===== config.mk =====
export PLATFORM = sky130hd
export DESIGN_NAME = mbf_filter
export DESIGN_NICKNAME = d
export VERILOG_FILES = /design/src/mbf_pkg.sv /design/src/mbf_filter.sv
export SDC_FILE = /design/constraint.sdc
export NUM_CORES = 1
export LEC_CHECK = 0
export ABC_AREA = 1
export BUFFER_PORTS_ARGS = -buffer_cell sky130_fd_sc_hd__buf_4
export CAP_MARGIN = 15
export CORE_ASPECT_RATIO = 2
export CORE_MARGIN = 10
export CORE_UTILIZATION = 50
export CTS_CLUSTER_SIZE = 14
export DETAILED_ROUTE_END_ITERATION = 16
export PLACE_DENSITY = 0.7
export SLEW_MARGIN = 40
export SYNTH_ARGS = -nofsm -noshare
export SYNTH_HDL_FRONTEND = slang
export SYNTH_SLANG_ARGS = --single-unit
export TNS_END_PERCENT = 50

===== constraint.sdc =====
create_clock -name mclk_i -period 7.45 [get_ports mclk_i]
set_input_delay 1.49 -clock mclk_i [delete_from_list [all_inputs] [get_ports mclk_i]]
set_output_delay 1.49 -clock mclk_i [all_outputs]
set_load 0.1 [all_outputs]

===== src/mbf_pkg.sv =====
/*
 * Package for the maintenance bit filter: register map, field positions,
 * reset values, filter mode encodings and carrier structs.
 * Assumes a single 20 MHz device clock shared by all users of the block.
 */
package mbf_pkg;
    // ---------------------------------------------------------------
    // Register offsets
    // ---------------------------------------------------------------
    localparam logic [7:0] MBF_OFF_OPMODE = 8'h00;
    localparam logic [7:0] MBF_OFF_FILT = 8'h01;
    localparam logic [7:0] MBF_OFF_RMASK = 8'h07;
    localparam logic [7:0] MBF_OFF_TMASK = 8'h08;
    localparam logic [7:0] MBF_OFF_STATUS = 8'h20;
    // ---------------------------------------------------------------
    // Reset values
    // ---------------------------------------------------------------
    localparam logic [7:0] MBF_RST_OPMODE = 8'h02;
    localparam logic [7:0] MBF_RST_FILT = 8'h14;
    localparam logic [7:0] MBF_RST_RMASK = 8'h00;
    localparam logic [7:0] MBF_RST_TMASK = 8'hbc;
    // ---------------------------------------------------------------
    // Field positions and counts
    // ---------------------------------------------------------------
    localparam int MBF_FEB_POS = 5;
    localparam int MBF_SM_SEL_POS = 5;
    localparam int MBF_SPARE_POS = 6;
    localparam int MBF_UOA_POS = 6;
    localparam int MBF_NPORT = 4;
    localparam int MBF_TLL_CNT = 3;
    localparam int MBF_SF_CNT = 3;
    // Field_a codes (bits 4:3)
    localparam logic [1:0] MBF_M4_CHG = 2'h0;
    localparam logic [1:0] MBF_M4_TLL = 2'h1;
    localparam logic [1:0] MBF_M4_CRC = 2'h2;
    localparam logic [1:0] MBF_M4_BOTH = 2'h3;
    // EOC filter codes (bits 2:0)
    localparam logic [2:0] MBF_EOC_AUTO = 3'h4;
    localparam logic [2:0] MBF_EOC_TRANS = 3'h1;
    localparam logic [2:0] MBF_EOC_CHG = 3'h2;
    localparam logic [2:0] MBF_EOC_TLL = 3'h3;

    // Received frame info for one port
    typedef struct packed {
        logic frame;      // One U-frame received
        logic sf_end;     // Superframe end, crc_ok valid
        logic crc_ok;     // CRC of superframe just ended clean
        logic [7:0] m4;   // Received M4 bits
        logic [2:0] spare; // Received M5/M6 spare bits
        logic eoc_vld;    // EOC message complete (every 6 ms)
        logic [11:0] eoc; // EOC message
    } mbf_rx_t;

    // Monitor message out
    typedef struct packed {
        logic vld;
        logic [1:0] port;
        logic is_eoc;       // 1 = eoc_monitor_msg, 0 = mbit_monitor_msg
        logic [11:0] data;
    } mbf_mon_t;
endpackage

===== src/mbf_filter.sv =====
/*
 * Maintenance bit filter for four line ports: validates received M4,
 * spare and EOC bits, issues monitor messages and selects the source of
 * each transmitted M4 bit.
 * Assumes per-port frame strobes on mclk_i and an arbiter that accepts
 * one monitor message per cycle.
 */
`timescale 1ns/10ps
module mbf_filter (
    // Clock and reset
    input wire logic mclk_i,
    input wire logic rst_n_i,
    // Register port
    input wire logic [7:0] addr_i,
    input wire logic [7:0] wdata_i,
    input wire logic wr_i,
    input wire logic rd_i,
    output logic [7:0] rdata_o,
    // Per-port receive and state
    input wire mbf_pkg::mbf_rx_t [3:0] rx_i,
    input wire logic [3:0] deact_state_i,
    input wire logic [3:0] eoc_sent_i,
    input wire logic [11:0] eoc_tx_i [4],
    // Transmit M4 sources
    input wire logic [7:0] sm_m4_i [4],
    input wire logic [7:0] ctl_m4_i [4],
    input wire logic [3:0] feb_cnt_i,
    input wire logic [3:0] feb_ctl_i,
    // Outputs
    output logic [7:0] tx_m4_o [4],
    output logic [3:0] feb_o,
    output logic [7:0] sm_m4_o [4],
    output mbf_pkg::mbf_mon_t mon_o
);
    import mbf_pkg::*;

    // ---------------------------------------------------------------
    // Global registers
    // ---------------------------------------------------------------
    logic [7:0] opmode_q, filt_q, rmask_q, tmask_q;
    logic [7:0] rdata_d;

    // Register writes; all global across ports
    always_ff @(posedge mclk_i or negedge rst_n_i) begin
        if (!rst_n_i) begin
            opmode_q <= MBF_RST_OPMODE;
            filt_q <= MBF_RST_FILT;
            rmask_q <= MBF_RST_RMASK;
            tmask_q <= MBF_RST_TMASK;
        end else if (wr_i) begin
            case (addr_i)
                MBF_OFF_OPMODE: opmode_q <= wdata_i;
                MBF_OFF_FILT: filt_q <= wdata_i;
                MBF_OFF_RMASK: rmask_q <= wdata_i;
                MBF_OFF_TMASK: tmask_q <= wdata_i;
                default: ;
            endcase
        end
    end

    // Read mux; unmapped addresses read zero
    logic [3:0] deact_live;
    always_comb begin
        case (addr_i)
            MBF_OFF_OPMODE: rdata_d = opmode_q;
            MBF_OFF_FILT: rdata_d = filt_q;
            MBF_OFF_RMASK: rdata_d = rmask_q;
            MBF_OFF_TMASK: rdata_d = tmask_q;
            MBF_OFF_STATUS: rdata_d = {4'h0, deact_live};
            default: rdata_d = 8'h00;
        endcase
    end

    always_ff @(posedge mclk_i or negedge rst_n_i) begin
        if (!rst_n_i) begin
            rdata_o <= 8'h00;
        end else begin
            rdata_o <= rd_i ? rdata_d : 8'h00;
        end
    end

    // ---------------------------------------------------------------
    // Per-port filters
    // ---------------------------------------------------------------
    logic [3:0] m4_ev, eoc_ev;
    logic [7:0] m4_rep [4];
    logic [11:0] eoc_rep [4];

    genvar p;
    generate
        for (p = 0; p < MBF_NPORT; p++) begin : g_port
            logic [7:0] act_filt_q;       // Sampled filter setting
            logic deact_q;
            logic [10:0] cand_q, acc_q;   // M4 + spare candidate/accepted
            logic [1:0] tll_q;
            logic [10:0] crc_hold_q;      // Value held for CRC check
            logic crc_pend_q;
            logic [1:0] sf_ok_q;
            logic [7:0] sm_q;
            logic [11:0] ecand_q, eacc_q, eprev_q;
            logic [1:0] etll_q;
            logic [11:0] ecmd_q;
            logic ecmd_vld_q;
            logic [10:0] rx_v;
            logic tll_hit, crc_use, tll_use;
            logic [10:0] sel_tll, sel_crc, sel_new, acc_d;
            logic [10:0] chg;
            logic [1:0] m4_mode;
            logic e_tll_ok, e_fire;

            assign rx_v = {rx_i[p].spare, rx_i[p].m4};
            assign m4_mode = act_filt_q[4:3];
            assign deact_live[p] = deact_q;

            // Sample filter on leaving deactivated state
            always_ff @(posedge mclk_i or negedge rst_n_i) begin
                if (!rst_n_i) begin
                    act_filt_q <= MBF_RST_FILT;
                    deact_q <= 1'b1;
                end else begin
                    deact_q <= deact_state_i[p];
                    if (deact_q && !deact_state_i[p]) begin
                        act_filt_q <= filt_q;
                    end
                end
            end

            // Triple-look: counts consecutive identical frames
            assign tll_hit = rx_i[p].frame && (rx_v == cand_q)
                && (tll_q == 2'(MBF_TLL_CNT - 2));
            always_ff @(posedge mclk_i or negedge rst_n_i) begin
                if (!rst_n_i) begin
                    cand_q <= 11'h000;
                    tll_q <= 2'h0;
                end else if (rx_i[p].frame) begin
                    if (rx_v != cand_q) begin
                        cand_q <= rx_v;
                        tll_q <= 2'h0;
                    end else if (tll_q != 2'h3) begin
                        tll_q <= tll_q + 2'h1;
                    end
                end
            end

            // CRC hold: value captured at superframe end, released on next
            always_ff @(posedge mclk_i or negedge rst_n_i) begin
                if (!rst_n_i) begin
                    crc_hold_q <= 11'h000;
                    crc_pend_q <= 1'b0;
                    sf_ok_q <= 2'h0;
                end else if (rx_i[p].sf_end) begin
                    crc_hold_q <= (m4_mode == MBF_M4_BOTH) ? cand_q : rx_v;
                    crc_pend_q <= 1'b1;
                    if (!rx_i[p].crc_ok) begin
                        sf_ok_q <= 2'h0;
                    end else if (sf_ok_q != 2'(MBF_SF_CNT)) begin
                        sf_ok_q <= sf_ok_q + 2'h1;
                    end
                end
            end

            // Per-mode selection of validated value
            assign crc_use = rx_i[p].sf_end && crc_pend_q && rx_i[p].crc_ok;
            always_comb begin
                sel_tll = tll_hit ? cand_q : acc_q;
                sel_crc = crc_use ? crc_hold_q : acc_q;
                case (m4_mode)
                    MBF_M4_CHG: sel_new = rx_i[p].frame ? rx_v
                        : acc_q;
                    MBF_M4_TLL: sel_new = sel_tll;
                    MBF_M4_CRC: sel_new = sel_crc;
                    MBF_M4_BOTH: sel_new = (sf_ok_q == 2'(MBF_SF_CNT)
                        && tll_q >= 2'(MBF_TLL_CNT - 1))
                        ? sel_crc : acc_q;
                    default: sel_new = acc_q;
                endcase
                acc_d = sel_new;
                if (act_filt_q[MBF_SPARE_POS] && rx_i[p].frame) begin
                    acc_d[10:8] = rx_v[10:8];
                end
            end
            assign chg = acc_d ^ acc_q;

            // Accepted value; masked changes still update it
            always_ff @(posedge mclk_i or negedge rst_n_i) begin
                if (!rst_n_i) begin
                    acc_q <= 11'h7ff;
                end else begin
                    acc_q <= acc_d;
                end
            end
            assign m4_ev[p] = |{chg[10:8], chg[7:0] & ~rmask_q};
            assign m4_rep[p] = acc_d[7:0];

            // M4 toward state machine; bit 6 forces S-activity high
            assign tll_use = !act_filt_q[MBF_SM_SEL_POS];
            always_ff @(posedge mclk_i or negedge rst_n_i) begin
                if (!rst_n_i) begin
                    sm_q <= 8'hff;
                end else begin
                    sm_q <= tll_use ? (tll_hit ? cand_q[7:0] : sm_q)
                        : acc_d[7:0];
                end
            end
            assign sm_m4_o[p] = {sm_q[7], sm_q[6] | tmask_q[MBF_UOA_POS],
                sm_q[5:0]};

            // EOC filtering
            assign e_tll_ok = rx_i[p].eoc_vld && rx_i[p].eoc == ecand_q
                && etll_q == 2'(MBF_TLL_CNT - 2);
            always_comb begin
                case (act_filt_q[2:0])
                    MBF_EOC_TRANS: e_fire = rx_i[p].eoc_vld;
                    MBF_EOC_CHG: e_fire = rx_i[p].eoc_vld
                        && rx_i[p].eoc != eprev_q;
                    MBF_EOC_TLL: e_fire = e_tll_ok
                        && ecand_q != eacc_q;
                    MBF_EOC_AUTO: e_fire = e_tll_ok
                        && ((ecmd_vld_q && ecand_q == ecmd_q)
                        || ecand_q != eacc_q);
                    default: e_fire = 1'b0;
                endcase
            end
            assign eoc_ev[p] = e_fire;
            assign eoc_rep[p] = rx_i[p].eoc;

            always_ff @(posedge mclk_i or negedge rst_n_i) begin
                if (!rst_n_i) begin
                    ecand_q <= 12'h000;
                    etll_q <= 2'h0;
                    eacc_q <= 12'h000;
                    eprev_q <= 12'h000;
                    ecmd_q <= 12'h000;
                    ecmd_vld_q <= 1'b0;
                end else begin
                    if (eoc_sent_i[p]) begin
                        ecmd_q <= eoc_tx_i[p];
                        ecmd_vld_q <= 1'b1;
                    end
                    if (rx_i[p].eoc_vld) begin
                        eprev_q <= rx_i[p].eoc;
                        if (rx_i[p].eoc != ecand_q) begin
                            ecand_q <= rx_i[p].eoc;
                            etll_q <= 2'h0;
                        end else if (etll_q != 2'h3) begin
                            etll_q <= etll_q + 2'h1;
                        end
                        if (e_tll_ok) begin
                            eacc_q <= ecand_q;
                        end
                    end
                end
            end

            // Transmit M4 source per bit
            assign tx_m4_o[p] = (sm_m4_i[p] & ~tmask_q)
                | (ctl_m4_i[p] & tmask_q);
            assign feb_o[p] = opmode_q[MBF_FEB_POS] ? feb_ctl_i[p]
                : feb_cnt_i[p];
        end
    endgenerate

    // ---------------------------------------------------------------
    // Monitor message issue, lowest port and EOC first
    // ---------------------------------------------------------------
    always_ff @(posedge mclk_i or negedge rst_n_i) begin
        if (!rst_n_i) begin
            mon_o <= '0;
        end else begin
            mon_o <= '0;
            for (int i = MBF_NPORT - 1; i >= 0; i--) begin
                if (m4_ev[i]) begin
                    mon_o <= '{1'b1, 2'(i), 1'b0, {4'h0, m4_rep[i]}};
                end
                if (eoc_ev[i]) begin
                    mon_o <= '{1'b1, 2'(i), 1'b1, eoc_rep[i]};
                end
            end
        end
    end

    // ---------------------------------------------------------------
    // Checks
    // ---------------------------------------------------------------
    chk_feb_src: assert property (
        @(posedge mclk_i) disable iff (!rst_n_i)
        opmode_q[MBF_FEB_POS] |-> feb_o == feb_ctl_i)
        else $error("far block error source wrong");
    chk_tx_source: assert property (
        @(posedge mclk_i) disable iff (!rst_n_i)
        tx_m4_o[0] == ((sm_m4_i[0] & ~tmask_q) | (ctl_m4_i[0] & tmask_q)))
        else $error("tx m4 source wrong");
    chk_sai_force: assert property (
        @(posedge mclk_i) disable iff (!rst_n_i)
        tmask_q[MBF_UOA_POS] |-> sm_m4_o[0][6])
        else $error("s activity not forced");
    chk_filt_global: assert property (
        @(posedge mclk_i) disable iff (!rst_n_i)
        wr_i && addr_i == MBF_OFF_FILT |=> filt_q == $past(wdata_i))
        else $error("filter write lost");
    chk_filt_sample: assert property (
        @(posedge mclk_i) disable iff (!rst_n_i)
        !deact_state_i[0] && !g_port[0].deact_q
        |=> $stable(g_port[0].act_filt_q))
        else $error("filter changed while active");
    chk_rd_latency: assert property (
        @(posedge mclk_i) disable iff (!rst_n_i)
        rd_i && addr_i == MBF_OFF_RMASK |=> rdata_o == $past(rmask_q))
        else $error("read data wrong");
    chk_eoc_trans: assert property (
        @(posedge mclk_i) disable iff (!rst_n_i)
        g_port[0].act_filt_q[2:0] == MBF_EOC_TRANS && rx_i[0].eoc_vld
        |-> eoc_ev[0])
        else $error("transparent eoc dropped");
    chk_mask_upd: assert property (
        @(posedge mclk_i) disable iff (!rst_n_i)
        g_port[0].m4_mode == MBF_M4_CHG && rx_i[0].frame
        |=> g_port[0].acc_q[7:0] == $past(rx_i[0].m4))
        else $error("accepted m4 not updated");
    cov_m4_msg: cover property (@(posedge mclk_i)
        mon_o.vld && !mon_o.is_eoc);
    cov_eoc_msg: cover property (@(posedge mclk_i)
        mon_o.vld && mon_o.is_eoc);
    cov_leave: cover property (@(posedge mclk_i) g_port[0].deact_q
        && !deact_state_i[0]);
endmodule


# Word-level counts from Yosys, hierarchy flattened
# Index checks and enable logic that the tools add are counted.
# op_classes
mul,0
div_mod_pow,0
n_reduce_logical,109
n_addsub,12
shifts,0
muxes,78
bitwise_logic,26
n_lt_le_gt_ge,4
n_eq_ne,88
# op_table
op,n
2-to-1 mux 11 bit,20
one-hot mux 11 bit (4 select lines),4
inequality test 12 bit,12
2-to-1 mux 16 bit,8
AND 8 bit,12
equality test 12 bit,8
2-to-1 mux 8 bit,9
AND reduction 2 bit,28
logical AND 1 bit,52
2-to-1 mux 2 bit,24
equality test 11 bit,4
inequality test 11 bit,4
OR reduction 11 bit,4
XOR 11 bit,4
one-hot mux 8 bit (5 select lines),1
OR 8 bit,4
"adder 2 x 1 -> 2 bit, second input constant",12
"equality test 2 x 1 -> 1 bit, second input constant",12
"equality test 2 bit, second input constant",12
"equality test 3 x 2 -> 1 bit, second input constant",8
"inequality test 2 bit, second input constant",12
nonzero test 2 bit,12
NOT 8 bit,2
one-hot mux 1 bit (4 select lines),4
other kinds (15),45
# totals
elab_cells,386
memories,0
mem_bits_ro,0
in_bits,256
latchBits,0
ff_bits,476
ram_bits,0
output_inout_bits,92

# Longest topological paths before layout
# Gate-level depths: netlist (run 1).
# logic_depth
ltp_word,17
mapped_depth,26
mapped_depth_nobuf,25

# Worst setup path after synthesis (run 1)
# OpenSTA, ideal clock, no wires.
# synth_path
kind,in2out
startpoint,in ctl_m4_i[14] in the netlist's numbering
endpoint,out tx_m4_o[14] in the netlist's numbering
path_stages,2
slack_ns,3.777
arrival_ns,2.183
path_buffers,0
path_cell_list,nand2_1 -> nand2_1
# synth_rtl
item,line,rtl
"start, declared",mbf_filter.sv:26,"input wire logic [7:0] ctl_m4_i [4],"
"end, declared",mbf_filter.sv:30,"output logic [7:0] tx_m4_o [4],"

# Worst setup path after layout (run 1)
# layout_path
startpoint,in rx_i[76] in the netlist's numbering
endpoint,reg mon_o[11] in the netlist's numbering
# layout_via
elab_chain_len,14
# layout_lines
item,line,rtl
"start, declared",mbf_filter.sv:20,"input wire mbf_pkg::mbf_rx_t [3:0] rx_i,"
equality test 11 bit,mbf_filter.sv:129,assign tll_hit = rx_i[p].frame && (rx_v == cand_q)
logical AND 1 bit,mbf_filter.sv:129,
logical AND 1 bit,mbf_filter.sv:130,&& (tll_q == 2'(MBF_TLL_CNT - 2));
2-to-1 mux 11 bit,mbf_filter.sv:165,sel_tll = tll_hit ? cand_q : acc_q;
one-hot mux 11 bit (4 select lines),mbf_filter.sv:167,case (m4_mode)
named net g_port[2].acc_d[7],mbf_filter.sv:106,"logic [10:0] sel_tll, sel_crc, sel_new, acc_d;"
XOR 11 bit,mbf_filter.sv:182,assign chg = acc_d ^ acc_q;
AND 8 bit,mbf_filter.sv:192,"assign m4_ev[p] = |{chg[10:8], chg[7:0] & ~rmask_q};"
OR reduction 11 bit,mbf_filter.sv:192,
2-to-1 mux 16 bit,mbf_filter.sv:272,if (m4_ev[i]) begin
2-to-1 mux 16 bit,mbf_filter.sv:275,if (eoc_ev[i]) begin
2-to-1 mux 16 bit,mbf_filter.sv:272,
2-to-1 mux 16 bit,mbf_filter.sv:275,
2-to-1 mux 16 bit,mbf_filter.sv:272,
2-to-1 mux 16 bit,mbf_filter.sv:275,
"end signal, assigned",mbf_filter.sv:273,"mon_o <= '{1'b1, 2'(i), 1'b0, {4'h0, m4_rep[i]}};"
"end signal, assigned",mbf_filter.sv:276,"mon_o <= '{1'b1, 2'(i), 1'b1, eoc_rep[i]};"
"end, declared",mbf_filter.sv:33,output mbf_pkg::mbf_mon_t mon_o
# The timed path passes the listed nets, and every way through them passes these cells.
# A chain may end at the register's enable or synchronous reset.

==> results.sh, run 1 <==
export IMPL_drt_iter0_markers=1809
export IMPL_power_density_mw_per_mm2=260
export IMPL_die_height_um=349
export IMPL_port_buffers=347
export IMPL_n_antenna_cell=0
export IMPL_clock_sinks=476
export IMPL_p_total_mw=8.21
export IMPL_syn_num_nets=3940
export IMPL_cp_required_ns=7.98
export IMPL_avgViaCountPerCell=5.57
export IMPL_std_cell_rows=120
export IMPL_synth_cells=3660
export IMPL_synth_edf_count=0
export IMPL_path_common_cell="nand2_1"
export IMPL_final_nets=4198
export IMPL_avgSynthCellArea_um2=7.41
export IMPL_p_leak_nw=15.7
export IMPL_r2r_start="g_port[2].cand_q[7]"
export IMPL_drv_slew=0
export IMPL_ys_async_sr_fraction_pct=100
export IMPL_cts_buffers=45
export IMPL_slowest_stage="nor2_1"
export IMPL_finalSetupTns_ns=0
export IMPL_cts_tree="done"
export IMPL_syn_to_final_growth_pct=16.6
export IMPL_arrival_ns=5.08
export IMPL_vias=25800
export IMPL_clk_latency_ns=0.59
export IMPL_placed_cell_area_mm2=0.0300
export IMPL_setup_viol=0
export IMPL_hold_slack_ns=0.447
export IMPL_hp_class="reg2reg"
export IMPL_ioPinCount=348
export IMPL_grt_max_degree=101
export IMPL_ys_seq_area_share_pct=44.4
export IMPL_hold_viol=0
export IMPL_fillers=5037
export IMPL_crit_path_end_kind="flip-flop"
export IMPL_cts_clk_slew_worst_paths_ns=0.07
export IMPL_gp_congestion=0.958
export IMPL_utilization_pct=59.0
export IMPL_synth_main_ff_cell="dfrtp_1"
export IMPL_ys_warn_count=0
export IMPL_cts_buffer_depth=3
export IMPL_grtUsageTotal_pct=28.6
export IMPL_fin_crit_ns=4.55
export IMPL_drt_pass1_iter_count=5
export IMPL_period_share_pct=61.0
export IMPL_hpwl_um=73200
export IMPL_outcome="finished clean"
export IMPL_fmaxAchievable_ghz=0.220
export IMPL_cp_startpoint="rx_i[76]"
export IMPL_postCtsHoldBufs=0
export IMPL_slew_limit_headroom_pct=43.6
export IMPL_cts_max_level=2
export IMPL_yosysUniqueCellTypes=52
export IMPL_skew_ns=0.0175
export IMPL_start_util_pct=50.6
export IMPL_drc=0
export IMPL_antenna_left=0
export IMPL_die_x_um=185
export IMPL_ys_seq_elements=476
export IMPL_netlist_area_mm2=0.0271
export IMPL_routedWlPerCell_um=20.2
export IMPL_crit_chain="buf_4 -> xnor2_1 -> nand2_1 -> nor2_1 -> nand4_1 -> buf_4 -> o21ai_1 -> nand2_1 -> nand3_1 -> nand2_1 -> nand2_1 -> nor2_1 -> nor2_1 -> nand3_2 -> nor2_2 -> nand2_1 -> o21ai_1 -> nand2_1 -> nand2_1 -> nand2_1 -> nand2_1"
export IMPL_cts_resized_gates=0
export IMPL_critPathKind="in2reg"
export IMPL_worstHoldStart="g_port[2].ecmd_vld_q"
export IMPL_rsz0062_at_grt="no"
export IMPL_ir_drop_uv=285
export IMPL_grt_pass1_vias=25700
export IMPL_cpPeakStageDelay_ns=0.60
export IMPL_drive_above_1_share_pct=15.7
export IMPL_final_area_mm2=0.0316
export IMPL_crit_fanout=18
export IMPL_root_buffer="clkbuf_16"
export IMPL_die_area_mm2=0.0645
export IMPL_start_kind="input port"
export IMPL_antenna_found_initial=2
export IMPL_wl_um=93300
export IMPL_grt_first_pass_wirelength_um=144000
export IMPL_max_cap_violations=0
export IMPL_worst_pin_slew_ns=0.837
export IMPL_gr_total_overflow=0
export IMPL_cts_setup_buffers=0
export IMPL_core_mm2=0.0536
[power by group]
group,internal [mW],switching (mW),total [mW]
clock network,1.44,1.06,2.50
logic,0.643,1.81,2.46
registers,2.97,0.282,3.25
[sequential cells by signal (all words and copies together) (netlist names), 16 cells and up]
| name | cells |
|---|---|
| g_port.eacc_q | 48 |
| g_port.crc_hold_q | 44 |
| g_port.cand_q | 44 |
| g_port.ecmd_q | 48 |
| g_port.eprev_q | 48 |
| g_port.acc_q | 44 |
| g_port.ecand_q | 48 |
| g_port.act_filt_q | 28 |
| mon_o | 16 |
| g_port.sm_q | 32 |
[cells in the final DEF (no fill, tap or decap), drive strengths merged, types with 2 or more instances in the layout]
cell type / count
o311ai: 3
o31ai: 5
nand4: 79
o21bai: 2
a21boi: 2
o41ai: 2
clkbuf: 65
nor2: 222
a22oi: 2
inv: 464
nand2: 1074
xor2: 51
nor4: 17
nor4b: 2
ha: 24
nor3: 23
a31oi: 3
dfstp: 96
o221ai: 6
o211ai: 9
buf: 359
mux2: 19
dfrtp: 380
a2111oi: 2
xnor2: 80
bufinv: 6
o22ai: 36
a21oi: 247
or2: 18
o21ai: 453
o2111ai: 11
nand3: 142
clkinv: 19
a221oi: 7
nand3b: 3
a211oi: 18
[Yosys cell counts (9+ instances only)]
cell type  count  area (um^2)
o21ai_0      433         2170
nor3_1        21          105
inv_1        454         1700
or2_2         18          113
ha_1          24          300
a211oi_1      18          135
a21oi_1      247         1240
mux2_2        19          214
o2111ai_1     11         96.3
clkbuf_1      98          368
xor2_1        51          447
buf_4         31          233
nor2_1       211          792
xnor2_1       80          701
nand4_1       79          494
nor2_2         9         56.3
nand3_2       13          130
dfrtp_1      380         9510
o211ai_1       9         67.6
nand3_1      127          636
buf_2          9         45.0
inv_2          9         33.8
nand2_1     1073         4030
nor4_1        16          100
o21ai_1       20          100
o22ai_1       36          225
dfstp_2       96         2520
[critical path: cells and delay by family]
family          cells  cell delay [ns]
xor+xnor            1             0.14
simple gates       16             2.74
buf+inv             2             0.49
compound gates      2             0.21
[final timing paths]
kind | endpoint | slack (ns) | cells past startpoint
hold / removal | g_port[2].ecmd_vld_q | 0.45 | 2
setup reg to reg | mon_o[11] | 3.37 | 22
min in group asynchronous | g_port[0].crc_hold_q[4] | 0.76 | 1
max in group asynchronous | g_port[2].ecand_q[4] | 5.26 | 3
setup / recovery | mon_o[11] | 2.90 | 21
hold reg to reg | g_port[2].ecmd_vld_q | 0.45 | 2
[logic make-up (layout without fill, tap and decap cells)]
| group | after synthesis | in the layout | synth area share (%) |
|---|---|---|---|
| simple gates | 1580 | 1580 | 24.4 |
| fa+ha+maj | 24 | 24 | 1.11 |
| compound gates | 810 | 810 | 16.0 |
| xor+xnor | 131 | 131 | 4.23 |
| flops | 476 | 476 | 44.4 |
| mux | 20 | 20 | 0.826 |
| buf+inv | 619 | 913 | 9.12 |
[per-stage QoR]
stage | setup slack [ns] | instances
3_3_place_gp | 2.18 | 4539
4_1_cts | 2.98 | 4624
6_report | 2.90 | 4625
2_1_floorplan | 3.78 | 3660
5_1_grt | 2.41 | 4625
3_5_place_dp | 2.38 | 4541
[cell type report]
cell class	count	area, um^2	area share, %
multi-input combinational	2565	12700	40.0
clock buffer	65	1310	4.16
timing repair buffer	359	2760	8.73
clock inverter	18	250	0.791
sequential	476	12000	38.1
inverter	471	1770	5.59
tap	671	840	2.66
[layer usage]
layer	up-vias	GRT usage [%]	share of wire [%]
met5	-	0	0.035
met1	12200	30.3	36
met3	268	6.37	7.5
met4	4	17.6	6.8
met2	975	50.3	50
li1	12400	-	-
Note: power is estimated with default switching activity, not from simulation.
==> run 2, diff against run 1 <==
Clock period 7.45 ns to 4.3 ns, I/O delays scaled along.
==> run 2 against run 1 <==
Worst hold slack worse by 0.29 ns. Clock skew grew 0.0053 ns. Total power is 71% higher. Via count barely moved. Global-route usage shrank 0.18 points. Critical path depth shrank 6. Die area did not move. Clock power up 64%. Setup slack worse by 2.1 ns. Combinational power rose by 74%. Largest power group unchanged.
==> results.sh, run 2 (synthesis results as in run 1) <==
export IMPL_setup_ws_ns=0.830
export IMPL_drive_above_1_share_pct=15.9
export IMPL_arrival_ns=4.00
export IMPL_cts_setup_buffers=0
export IMPL_postCtsHoldBufs=0
export IMPL_cpPeakStageDelay_ns=0.54
export IMPL_clock_sinks=476
export IMPL_crit_path_end_kind="flip-flop"
export IMPL_clk_latency_ns=0.60
export IMPL_gr_total_overflow=0
export IMPL_mostFrequentLayoutCell="nand2_1"
export IMPL_setup_viol=0
export IMPL_die_area_mm2=0.0645
export IMPL_p_leak_nw=15.8
export IMPL_grt_first_pass_wirelength_um=143000
export IMPL_pre_cts_ws_ns=0.549
export IMPL_drc=0
export IMPL_core_mm2=0.0536
export IMPL_r2r_start="g_port[1].act_filt_q[3]"
export IMPL_start_kind="flip-flop"
export IMPL_skew_ns=0.0228
export IMPL_cp_num_cells=15
export IMPL_fin_crit_ns=3.47
export IMPL_slowest_stage="dfrtp_1"
export IMPL_cp_required_ns=4.83
export IMPL_grt_pass1_vias=25900
export IMPL_crit_fanout=18
export IMPL_hold_slack_ns=0.154
export IMPL_reg2regPathDepth=15
export IMPL_wl_um=92600
export IMPL_die_height_um=349
export IMPL_antenna_found_initial=1
export IMPL_cts_tree="done"
export IMPL_cts_max_level=2
export IMPL_cts_clk_slew_worst_paths_ns=0.07
export IMPL_cts_buffer_depth=3
export IMPL_std_cell_rows=120
export IMPL_gp_congestion=1.01
export IMPL_cts_buffers=45
export IMPL_final_area_mm2=0.0317
export IMPL_slew_limit_headroom_pct=47.6
export IMPL_critical_path_top_delay_family="simple AND/OR/NAND/NOR gates"
export IMPL_path_buf_inv=1
export IMPL_max_cap_violations=0
export IMPL_path_common_cell="nand2_1"
export IMPL_start_util_pct=50.6
export IMPL_outcome="finished clean"
export IMPL_antenna_left=0
export IMPL_layout_common_cells="1071 x nand2_1, 454 x inv_1, 432 x o21ai_0"
export IMPL_finalSetupTns_ns=0
export IMPL_drt_iter0_markers=1945
export IMPL_syn_to_final_growth_pct=16.9
export IMPL_timing_rr_end="mon_o[8]"
export IMPL_hpwl_um=72500
export IMPL_placed_cell_area_mm2=0.0302
export IMPL_drt_pass1_iter_count=5
export IMPL_n_antenna_cell=0
export IMPL_critPathKind="reg2reg"
export IMPL_hp_class="in2async"
export IMPL_vias=25800
export IMPL_power_density_mw_per_mm2=442
export IMPL_r2r_slack_ns=0.83
export IMPL_die_x_um=185
export IMPL_period_share_pct=80.7
export IMPL_grtUsageTotal_pct=28.4
export IMPL_grt_max_degree=98
export IMPL_port_buffers=347
export IMPL_cts_resized_gates=0
export IMPL_drv_slew=0
export IMPL_crit_chain="nor2_1 -> clkinv_1 -> a21oi_1 -> o21ai_0 -> nand3_1 -> nand2_1 -> nand3_1 -> nand2_1 -> nor2_2 -> nand3_4 -> nor2_2 -> nand2_1 -> nand2_1 -> nand2_1 -> nand2_1"
export IMPL_fmaxAchievable_ghz=0.288
export IMPL_root_buffer="clkbuf_16"
export IMPL_routedWlPerCell_um=19.9
export IMPL_ir_drop_uv=509
export IMPL_worst_pin_slew_ns=0.784
export IMPL_final_nets=4219
export IMPL_rsz0062_at_grt="no"
export IMPL_hold_viol=0
export IMPL_avgViaCountPerCell=5.54
export IMPL_ioPinCount=348
run 2: how the worst max path moves through the flow:
stage                       startpoint       end  slack [ns]
2_1_floorplan                 rx_i[18]  mon_o[7]        1.34
5_1_grt             g_port[2].tll_q[0]  mon_o[8]        0.54
4_1_cts        g_port[1].act_filt_q[3]  mon_o[8]        0.93
3_5_place_dp                  rx_i[14]  mon_o[5]        0.55
3_3_place_gp                  rx_i[14]  mon_o[5]        0.60
6_report       g_port[1].act_filt_q[3]  mon_o[8]        0.83
run 2: metrics by stage:
| stage | power, mW | std cells | utilization [%] |
|---|---|---|---|
| 5_1_grt | 14.6 | 4647 | 59.1 |
| 3_5_place_dp | 9.92 | 4562 | 56.3 |
| 6_report | 14.0 | 4647 | 59.1 |
| 2_1_floorplan | 8.70 | 3660 | - |
| 3_3_place_gp | 9.88 | 4562 | 56.3 |
| 4_1_cts | 14.0 | 4646 | 59.1 |
run 2: final cells by class:
class | instances | area [um^2]
clock buffer | 69 | 1360
fill | 5065 | 21900
timing repair buffer | 380 | 2940
clock inverter | 15 | 129
sequential | 476 | 12000
inverter | 471 | 1770
multi-input combinational | 2565 | 12600
tap | 671 | 840
run 2: power breakdown:
group	leakage [nW]	total (mW)	switching, mW	internal (mW)
sequential	5.74	5.62	0.474	5.15
combinational	9.30	4.27	3.14	1.13
clock	0.738	4.11	1.86	2.25
total	15.8	14.0	5.47	8.52
run 2: worst reg2reg max path: cells and delay by family, from the launching register on:
| kind | cells | cell delay (ns) |
|---|---|---|
| flip-flops | 1 | 0.54 |
| buffers and inverters | 1 | 0.43 |
| AO/OA/AOI/OAI | 2 | 0.74 |
| AND/OR/NAND/NOR | 12 | 1.71 |
run 2: layer usage:
metal	vias to the layer above	GRT usage, %	wire length [um]
li1	12400	-	-
met1	12100	30.0	33000
met3	266	6.39	6890
met2	970	50.4	46900
met4	2	16.5	5840
met5	-	0	12
